--- config.mk ---
export PLATFORM = sky130hd
export DESIGN_NAME = btac_convert_unit
export DESIGN_NICKNAME = d
export VERILOG_FILES = /design/src/btac_bin2bcd.v /design/src/btac_convert_unit.v
export VERILOG_INCLUDE_DIRS = /design/src /design/src/pkg
export SDC_FILE = /design/constraint.sdc
export NUM_CORES = 2
export LEC_CHECK = 0
export ABC_AREA = 1
export BUFFER_PORTS_ARGS = -buffer_cell sky130_fd_sc_hd__buf_2
export CAP_MARGIN = 25
export CORE_ASPECT_RATIO = 0.7
export CORE_UTILIZATION = 40
export CTS_CLUSTER_SIZE = 20
export DETAILED_ROUTE_END_ITERATION = 6
export PLACE_DENSITY = 0.54
export SYNTH_ARGS = -nofsm -noshare
export SYNTH_HDL_FRONTEND = slang
export SYNTH_SLANG_ARGS = --single-unit
--- constraint.sdc ---
create_clock -name clk_i -period 32.4 [get_ports clk_i]
set_input_delay 6.48 -clock clk_i [delete_from_list [all_inputs] [get_ports clk_i]]
set_output_delay 6.48 -clock clk_i [all_outputs]
set_load 0.1 [all_outputs]
--- src/pkg/btac_regs.vh ---
`ifndef BTAC_REGS_VH
`define BTAC_REGS_VH

// Operation codes presented by the sequencer on op_i.
`define BTAC_OP_W          3
`define BTAC_OP_DEC2BIN    3'h0
`define BTAC_OP_BIN2DEC    3'h1
`define BTAC_OP_DUR2SEC    3'h2
`define BTAC_OP_SEC2DUR    3'h3
`define BTAC_OP_ASC2NIB    3'h4

// One-hot states of the sequencing machine.
`define BTAC_ST_IDLE       4'h1
`define BTAC_ST_HOUR       4'h2
`define BTAC_ST_MIN        4'h4
`define BTAC_ST_PACK       4'h8

// Numeric limits.
`define BTAC_BIN2DEC_MAX   16'h270f
`define BTAC_SEC_MAX       26'h22550ff
`define BTAC_SEC_PER_HOUR  26'h0000e10
`define BTAC_SEC_PER_MIN   26'h000003c
`define BTAC_MINSEC_MAX    8'h59

// Field positions of the position specification word.
`define BTAC_SEL_DIG_LSB   0
`define BTAC_SEL_CNT_LSB   4
`define BTAC_SEL_HALF_BIT  8
`define BTAC_SEL_PAR_LSB   12

// Parity modes of the position specification word.
`define BTAC_PAR_NONE      2'h0
`define BTAC_PAR_EVEN      2'h1
`define BTAC_PAR_ODD       2'h2

// ASCII code ranges of hexadecimal characters.
`define BTAC_ASC_0         7'h30
`define BTAC_ASC_9         7'h39
`define BTAC_ASC_A         7'h41
`define BTAC_ASC_F         7'h46

`endif

--- src/btac_bin2bcd.v ---
`timescale 1ns/1ps

// Combinational shift-and-add-three binary to packed decimal converter.
module btac_bin2bcd #(
   parameter BIN_W  = 16,
   parameter DIGITS = 4
) (
   input  wire [BIN_W-1:0]    bin_i,
   output wire [4*DIGITS-1:0] bcd_o
);

   reg [BIN_W+4*DIGITS-1:0] sh;
   integer                  i;
   integer                  j;

   always @* begin
      sh = {(BIN_W+4*DIGITS){1'b0}};
      sh[BIN_W-1:0] = bin_i;
      for (i = 0; i < BIN_W; i = i + 1) begin
         for (j = 0; j < DIGITS; j = j + 1) begin
            if (sh[BIN_W+4*j +: 4] >= 4'h5) begin
               sh[BIN_W+4*j +: 4] = sh[BIN_W+4*j +: 4] + 4'h3;
            end
         end
         sh = sh << 1;
      end
   end

   assign bcd_o = sh[BIN_W +: 4*DIGITS];

endmodule // btac_bin2bcd

--- src/btac_convert_unit.v ---
// What this block does
// RQ1: Only result words are written; the unit has no path back to source words.
// RQ2: Decimal-to-binary faults when any source nibble is not a decimal digit.
// RQ3: Decimal-to-binary sets zero flag when result is zero, clears otherwise.
// RQ4: Decimal-to-binary turns four packed digits into the equal 16-bit binary value.
// RQ5: Binary-to-decimal writes the equal four-digit packed decimal to the result word.
// RQ6: Binary source above 270F faults, skips execution and leaves result unchanged.
// RQ7: Binary-to-decimal sets zero flag when the result word is zero.
// RQ8: Duration input: seconds low byte, minutes high byte, hours in next word.
// RQ9: Duration-to-seconds writes eight packed digits over two result words, at most 35999999.
// RQ10: Duration-to-seconds faults on area span, non-decimal source, or minutes/seconds over 59.
// RQ11: Both time conversions set zero flag when their result is zero.
// RQ12: Seconds-to-duration faults on non-decimal, over 35999999, or area span.
// RQ13: Duration output: seconds low byte, minutes high byte, hours in next word.
// RQ14: Program must lengthen the watchdog to 180 ms for inputs above 15000000.
// RQ15: ASCII-to-nibble acts only on the condition; converts codes into destination digits.
// RQ16: Up to four codes from three source words, chosen by the selector word.
// RQ17: Destination digits wrap back to digit 0 past digit 3.
// RQ18: Program supplies hex ASCII codes and keeps source words in one area.
// RQ19: Every operation faults on a bad indirect pointer.
// RQ20: ASCII-to-nibble checks top-bit parity; mismatch faults and skips execution.
// RQ21: ASCII-to-nibble faults on codes that are not hexadecimal characters.
`timescale 1ns/1ps
`include "btac_regs.vh"

module btac_convert_unit (
   input  wire                   clk_i,
   input  wire                   rst_i,
   input  wire                   start_i,
   input  wire [`BTAC_OP_W-1:0]  op_i,
   input  wire [15:0]            src0_i,
   input  wire [15:0]            src1_i,
   input  wire [15:0]            src2_i,
   input  wire [15:0]            position_spec_word_i,
   input  wire [15:0]            dst0_i,
   input  wire                   src_span_err_i,
   input  wire                   dst_span_err_i,
   input  wire                   ptr_err_i,
   output reg                    busy_o,
   output reg                    done_o,
   output reg  [15:0]            res0_o,
   output reg  [15:0]            res1_o,
   output reg                    wr0_o,
   output reg                    wr1_o,
   output reg                    fault_flag_o,
   output reg                    zero_flag_o
);

   reg  [3:0]  state_r;
   reg  [25:0] rem_r;
   reg  [15:0] hrs_r;
   reg  [7:0]  min_r;

   wire        go = start_i && (state_r == `BTAC_ST_IDLE);

   function [15:0] dec4;
      input [15:0] w;
      begin
         dec4 = {12'h000, w[15:12]} * 16'd1000 + {12'h000, w[11:8]} * 16'd100
              + {12'h000, w[7:4]} * 16'd10 + {12'h000, w[3:0]};
      end
   endfunction

   function [7:0] dec2;
      input [7:0] b;
      begin
         dec2 = {4'h0, b[7:4]} * 8'd10 + {4'h0, b[3:0]};
      end
   endfunction

   // RQ2: Nibble digit check.
   wire [3:0] s0_dig_ok;
   wire [3:0] s1_dig_ok;
   genvar     n;
   generate
      for (n = 0; n < 4; n = n + 1) begin : g_digit
         assign s0_dig_ok[n] = (src0_i[4*n +: 4] <= 4'h9);
         assign s1_dig_ok[n] = (src1_i[4*n +: 4] <= 4'h9);
      end
   endgenerate
   wire s0_bcd = &s0_dig_ok;
   wire s1_bcd = &s1_dig_ok;

   // RQ4: Packed decimal to binary.
   wire [15:0] d2b_val = dec4(src0_i);

   // RQ8: Duration fields.
   wire [25:0] hts_total = {10'h000, dec4(src1_i)} * `BTAC_SEC_PER_HOUR
                         + {18'h00000, dec2(src0_i[15:8])} * `BTAC_SEC_PER_MIN
                         + {18'h00000, dec2(src0_i[7:0])};
   // RQ10: Duration format check.
   wire hts_bad = !s0_bcd || !s1_bcd || (src0_i[15:8] > `BTAC_MINSEC_MAX)
                || (src0_i[7:0] > `BTAC_MINSEC_MAX) || src_span_err_i || dst_span_err_i;

   // RQ12: Seconds source value.
   wire [26:0] sth_total = {11'h000, dec4(src1_i)} * 27'd10000
                         + {11'h000, dec4(src0_i)};
   // RQ12: Seconds input check.
   wire sth_bad = !s0_bcd || !s1_bcd || (sth_total > `BTAC_SEC_MAX)
                || src_span_err_i || dst_span_err_i;

   // Shared converters.
   wire [15:0] a_bin = (state_r == `BTAC_ST_PACK) ? hrs_r : src0_i;
   wire [15:0] a_bcd;
   wire [31:0] tot_bcd;
   wire [11:0] min_bcd;
   wire [11:0] sec_bcd;

   btac_bin2bcd #(.BIN_W(16), .DIGITS(4)) u_b2d_word (
      .bin_i (a_bin),
      .bcd_o (a_bcd)
   );

   // RQ9: Total seconds digits.
   btac_bin2bcd #(.BIN_W(26), .DIGITS(8)) u_b2d_total (
      .bin_i (hts_total),
      .bcd_o (tot_bcd)
   );

   // RQ13: Minute digits.
   btac_bin2bcd #(.BIN_W(8), .DIGITS(3)) u_b2d_min (
      .bin_i (min_r),
      .bcd_o (min_bcd)
   );

   btac_bin2bcd #(.BIN_W(8), .DIGITS(3)) u_b2d_sec (
      .bin_i (rem_r[7:0]),
      .bcd_o (sec_bcd)
   );

   // RQ16: Selector fields.
   wire [1:0]  hx_start = position_spec_word_i[`BTAC_SEL_DIG_LSB +: 2];
   wire [1:0]  hx_cnt   = position_spec_word_i[`BTAC_SEL_CNT_LSB +: 2];
   wire        hx_half  = position_spec_word_i[`BTAC_SEL_HALF_BIT];
   wire [1:0]  hx_par   = position_spec_word_i[`BTAC_SEL_PAR_LSB +: 2];
   wire [47:0] hx_bytes = {src2_i, src1_i, src0_i};
   wire [15:0] hx_nib;
   wire [3:0]  hx_used;
   wire [3:0]  hx_bad;

   generate
      for (n = 0; n < 4; n = n + 1) begin : g_code
         localparam [2:0] code_ix = n;
         wire [2:0] idx  = {2'b00, hx_half} + code_ix;
         wire [7:0] code = hx_bytes[{idx, 3'b000} +: 8];
         wire       dig  = (code[6:0] >= `BTAC_ASC_0) && (code[6:0] <= `BTAC_ASC_9);
         wire       alpha = (code[6:0] >= `BTAC_ASC_A) && (code[6:0] <= `BTAC_ASC_F);
         // RQ20: Parity check.
         wire       par  = (hx_par == `BTAC_PAR_NONE) ? !code[7] :
                           (hx_par == `BTAC_PAR_EVEN) ? ~^code :
                           (hx_par == `BTAC_PAR_ODD)  ? ^code : 1'b0;
         assign hx_used[n]      = (code_ix[1:0] <= hx_cnt);
         // RQ21: Hex character check.
         assign hx_bad[n]       = hx_used[n] && !(par && (dig || alpha));
         assign hx_nib[4*n +: 4] = dig ? code[3:0] : code[3:0] + 4'h9;
      end
   endgenerate

   // RQ17: Wrapping digit placement.
   reg [15:0] hx_word;
   reg [1:0]  pos;
   integer    k;
   always @* begin
      hx_word = dst0_i;
      pos = hx_start;
      for (k = 0; k < 4; k = k + 1) begin
         if (hx_used[k]) begin
            hx_word[{pos, 2'b00} +: 4] = hx_nib[4*k +: 4];
         end
         // RQ17: Wrap past digit 3.
         pos = pos + 2'b01;
      end
   end

   // RQ1: Result words only.
   always @(posedge clk_i or posedge rst_i) begin
      if (rst_i) begin
         state_r      <= `BTAC_ST_IDLE;
         rem_r        <= 26'h0000000;
         hrs_r        <= 16'h0000;
         min_r        <= 8'h00;
         busy_o       <= 1'b0;
         done_o       <= 1'b0;
         res0_o       <= 16'h0000;
         res1_o       <= 16'h0000;
         wr0_o        <= 1'b0;
         wr1_o        <= 1'b0;
         fault_flag_o <= 1'b0;
         zero_flag_o  <= 1'b0;
      end else begin
         done_o <= 1'b0;
         wr0_o  <= 1'b0;
         wr1_o  <= 1'b0;
         case (state_r)
            `BTAC_ST_IDLE: begin
               // RQ15: Act only on the condition.
               if (go) begin
                  done_o <= 1'b1;
                  // RQ19: Bad pointer faults everything.
                  if (ptr_err_i) begin
                     fault_flag_o <= 1'b1;
                  end else begin
                     case (op_i)
                        `BTAC_OP_DEC2BIN: begin
                           // RQ2: Fault on non-decimal source.
                           fault_flag_o <= !s0_bcd;
                           if (s0_bcd) begin
                              res0_o      <= d2b_val;
                              wr0_o       <= 1'b1;
                              // RQ3: Zero flag.
                              zero_flag_o <= (d2b_val == 16'h0000);
                           end
                        end
                        `BTAC_OP_BIN2DEC: begin
                           // RQ6: Range limit.
                           fault_flag_o <= (src0_i > `BTAC_BIN2DEC_MAX);
                           if (src0_i <= `BTAC_BIN2DEC_MAX) begin
                              // RQ5: Packed decimal result.
                              res0_o      <= a_bcd;
                              wr0_o       <= 1'b1;
                              // RQ7: Zero flag.
                              zero_flag_o <= (a_bcd == 16'h0000);
                           end
                        end
                        `BTAC_OP_DUR2SEC: begin
                           fault_flag_o <= hts_bad;
                           if (!hts_bad) begin
                              // RQ9: Eight digits over two words.
                              res0_o      <= tot_bcd[15:0];
                              res1_o      <= tot_bcd[31:16];
                              wr0_o       <= 1'b1;
                              wr1_o       <= 1'b1;
                              // RQ11: Zero flag.
                              zero_flag_o <= (hts_total == 26'h0000000);
                           end
                        end
                        `BTAC_OP_SEC2DUR: begin
                           if (sth_bad) begin
                              fault_flag_o <= 1'b1;
                           end else begin
                              done_o  <= 1'b0;
                              busy_o  <= 1'b1;
                              rem_r   <= sth_total[25:0];
                              hrs_r   <= 16'h0000;
                              min_r   <= 8'h00;
                              state_r <= `BTAC_ST_HOUR;
                           end
                        end
                        `BTAC_OP_ASC2NIB: begin
                           // RQ20: Mismatch skips execution.
                           fault_flag_o <= (|hx_bad) || src_span_err_i;
                           if (!(|hx_bad) && !src_span_err_i) begin
                              res0_o <= hx_word;
                              wr0_o  <= 1'b1;
                           end
                        end
                        default: begin
                           fault_flag_o <= 1'b1;
                        end
                     endcase
                  end
               end
            end
            // RQ13: Hours counted out.
            `BTAC_ST_HOUR: begin
               if (rem_r >= `BTAC_SEC_PER_HOUR) begin
                  rem_r <= rem_r - `BTAC_SEC_PER_HOUR;
                  hrs_r <= hrs_r + 16'h0001;
               end else begin
                  state_r <= `BTAC_ST_MIN;
               end
            end
            `BTAC_ST_MIN: begin
               if (rem_r >= `BTAC_SEC_PER_MIN) begin
                  rem_r <= rem_r - `BTAC_SEC_PER_MIN;
                  min_r <= min_r + 8'h01;
               end else begin
                  state_r <= `BTAC_ST_PACK;
               end
            end
            `BTAC_ST_PACK: begin
               // RQ13: Duration layout.
               res0_o       <= {min_bcd[7:0], sec_bcd[7:0]};
               res1_o       <= a_bcd;
               wr0_o        <= 1'b1;
               wr1_o        <= 1'b1;
               fault_flag_o <= 1'b0;
               // RQ11: Zero flag.
               zero_flag_o  <= (hrs_r == 16'h0000) && (min_r == 8'h00) && (rem_r == 26'h0000000);
               done_o       <= 1'b1;
               busy_o       <= 1'b0;
               state_r      <= `BTAC_ST_IDLE;
            end
            default: begin
               state_r <= `BTAC_ST_IDLE;
               busy_o  <= 1'b0;
            end
         endcase
      end
   end

endmodule // btac_convert_unit

==> flow_metrics.env <==
export IMPL_dieHeight_um=251
export IMPL_std_cell_rows=91
export IMPL_clk_pin_slew_ns=0.07
export IMPL_hpwl_um=82800
export IMPL_ys_warn_count=0
export IMPL_worstPathMaxFanout=8
export IMPL_wl_per_cell_um=14.0
export IMPL_ios=127
export IMPL_synth_cells=5535
export IMPL_relSlewSlack=0.243
export IMPL_synth_top_area_share=0.202
export IMPL_grt_overflow=0
export IMPL_path_common_cell="nand2_1"
export IMPL_fmax_mhz=33.1
export IMPL_worst_pin_slew_ns=1.13
export IMPL_drt_first_iter_violations=2094
export IMPL_cts_tree="built"
export IMPL_synthesis_nets=6292
export IMPL_synth_top_family_by_area="simple AND/OR/NAND/NOR gates"
export IMPL_via_count=33600
export IMPL_async_flop_share=1.00
export IMPL_dpl_cell_area_mm2=0.0373
export IMPL_slowest_stage="fa_2"
export IMPL_start_kind="primary input"
export IMPL_finalWorstSetupSlack_ns=2.23
export IMPL_area_delta_synth_final_pct=7.07
export IMPL_synth_main_ff_cell="dfrtp_1"
export IMPL_synthSimpleGateAreaFrac=0.338
export IMPL_end_kind="register"
export IMPL_cap_violations=0
export IMPL_critPathArrivalTime_ns=30.43
export IMPL_synth_edf_count=0
export IMPL_synth_fa_ha_area_frac=0.255
export IMPL_ys_ff_latch=92
export IMPL_fp_dieW_um=358
export IMPL_max_stage_delay_ns=0.64
export IMPL_cts_buffers=9
export IMPL_finClkSkew_ns=0.0204
export IMPL_design_area_mm2=0.0381
export IMPL_grt_pass1_wl_um=153000
export IMPL_grt_total_usage=0.208
export IMPL_hold_viol=0
export IMPL_h_tree_depth=3
export IMPL_clock_latency_ns=0.39
export IMPL_outcome="complete, no violations"
export IMPL_synth_xor_area_frac=0.0570
export IMPL_grt_pass1_vias=30100
export IMPL_timing_hold_ws_ns=0.484
export IMPL_place_congestion=0.962
export IMPL_drive_gt1_frac=0.148
export IMPL_fin_crit_sh=0.931
export IMPL_vias_per_cell=4.94
export IMPL_avgSynthCellArea_um2=6.42
export IMPL_ant_nets=0
export IMPL_setup_viol=0
export IMPL_final_nets=6396
export IMPL_muxShareOfSynthArea=0.00116
export IMPL_cts_sinks=92
export IMPL_drv_slew=0
export IMPL_min_path_type="register to register"
export IMPL_place_ws_ns=0.390
export IMPL_clock_path_buffers=2
export IMPL_antenna_found_initial=6
export IMPL_crit_required_ns=32.66
export IMPL_drcViolationCount=0
export IMPL_start_util=0.404
export IMPL_dr_pass1_iters=7
export IMPL_grt_max_degree=63
export IMPL_crit_type="primary input to register"
export IMPL_portBuffers=109
export IMPL_yosysUniqueCellTypes=81
export IMPL_wirelength_um=95600
export IMPL_synth_top_area_cell="ha_1"
export IMPL_synth_area_leaders="ha_1, inv_1, nand2_1"
export IMPL_design_die_area_mm2=0.0901
export IMPL_netlist_area_mm2=0.0356
export IMPL_synth_compound_area_frac=0.152
export IMPL_cts_root_buf="clkbuf_16"
export IMPL_ys_seq_area_frac=0.0648
export IMPL_period_minus_slack_ns=30.17
export IMPL_core_area_mm2=0.0880
area by class of cell:
type	instances	area, um2
inverters	1153	4340
repair buffers	141	786
diodes	2	5.00
multi-input cells	4242	28900
clock inverters	5	58.8
clock buffers	11	243
well taps	1162	1450
flip-flops and latches	92	2300
fillers	9411	49900
synthesized netlist by cell type (55+ instances only):
library cell	count
a21oi_1	250
dfrtp_1	91
fa_1	93
ha_1	575
inv_1	1066
inv_2	71
nand2_1	1058
nand2_2	222
nand2_4	85
nand3_1	309
nand3_2	71
nand4_1	95
nor2_1	409
nor3_1	55
o21ai_0	330
o21ai_1	65
xnor2_1	59
xor2_1	159
worst paths after layout:
path                                        startpoint  depth (start not counted)  slack [ns]                 endpoint
worst max-delay path                        src1_i[14]                        185        2.23    res0_o[6]$_DFFE_PP0P_
max in group asynchronous                        rst_i                          3       24.99    res1_o[7]$_DFFE_PP0P_
worst min-delay path            res1_o[14]$_DFFE_PP0P_                          2        0.48   res1_o[14]$_DFFE_PP0P_
worst max register to register  state_r[1]$_DFFE_PP0P_                         86       17.22  zero_flag_o$_DFFE_PP0P_
worst min register to register  res1_o[14]$_DFFE_PP0P_                          2        0.48   res1_o[14]$_DFFE_PP0P_
min in group asynchronous                        rst_i                          2        6.12    rem_r[19]$_DFFE_PP0P_
cell families (layout without fill, tap and decap cells):
family,Yosys count,count (layout)
xor gates and xnor gates,224,224
buffers and inverters,1201,1310
other,0,2
AOI/OAI and AO/OA,908,908
muxes,4,4
DFF,92,92
adders and majority gates,668,668
and+or+nand+nor,2438,2438
state kept, by name (all words and copies together) (netlist names), 4 cells and up:
signal	cells
state_r	4
rem_r	26
res1_o	16
min_r	8
hrs_r	16
res0_o	16
cells in the final DEF, fill, tap and decap left out, drive strengths merged, types with 93 or more instances in the layout:
master	count
a21oi	268
buf	139
fa	93
ha	575
inv	1141
nand2	1365
nand3	385
nand4	96
nor2	423
o21ai	454
xor2	164
layer usage:
layer | vias up | wire length, um | global-route usage
met5 | - | 54 | 0
li1 | 18000 | - | -
met2 | 675 | 35900 | 0.290
met3 | 51 | 6660 | 0.0408
met4 | 8 | 636 | 0.0193
met1 | 14900 | 52400 | 0.332
critical path, delay by kind of cell:
family                   cells  cell delay (ns)
AND/OR/NAND/NOR             93             9.49
buffers and inverters       39             3.21
AO/OA/AOI/OAI               18             2.70
XOR/XNOR                     4             0.66
adder cells (fa/ha/maj)     31             7.92
per-stage QoR:
| stage | setup TNS, ns | instances | utilization |
|---|---|---|---|
| after global placement | 0 | 6775 | 0.424 |
| after CTS | 0 | 6792 | 0.428 |
| after global routing | -0.138 | 6808 | 0.432 |
| after detailed placement | 0 | 6776 | 0.424 |
| final | 0 | 6808 | 0.432 |
| after floorplan | 0 | 5535 | - |
what timing repair did:
action	in CTS	in global routing
setup buffers	0	13
setup endpoints to repair	0	29
hold buffers	0	0
gates resized for setup	0	65
Power is left out: the tool's default activity adds up to more than one toggle a clock period on the data nets, which glitch-free logic cannot reach.
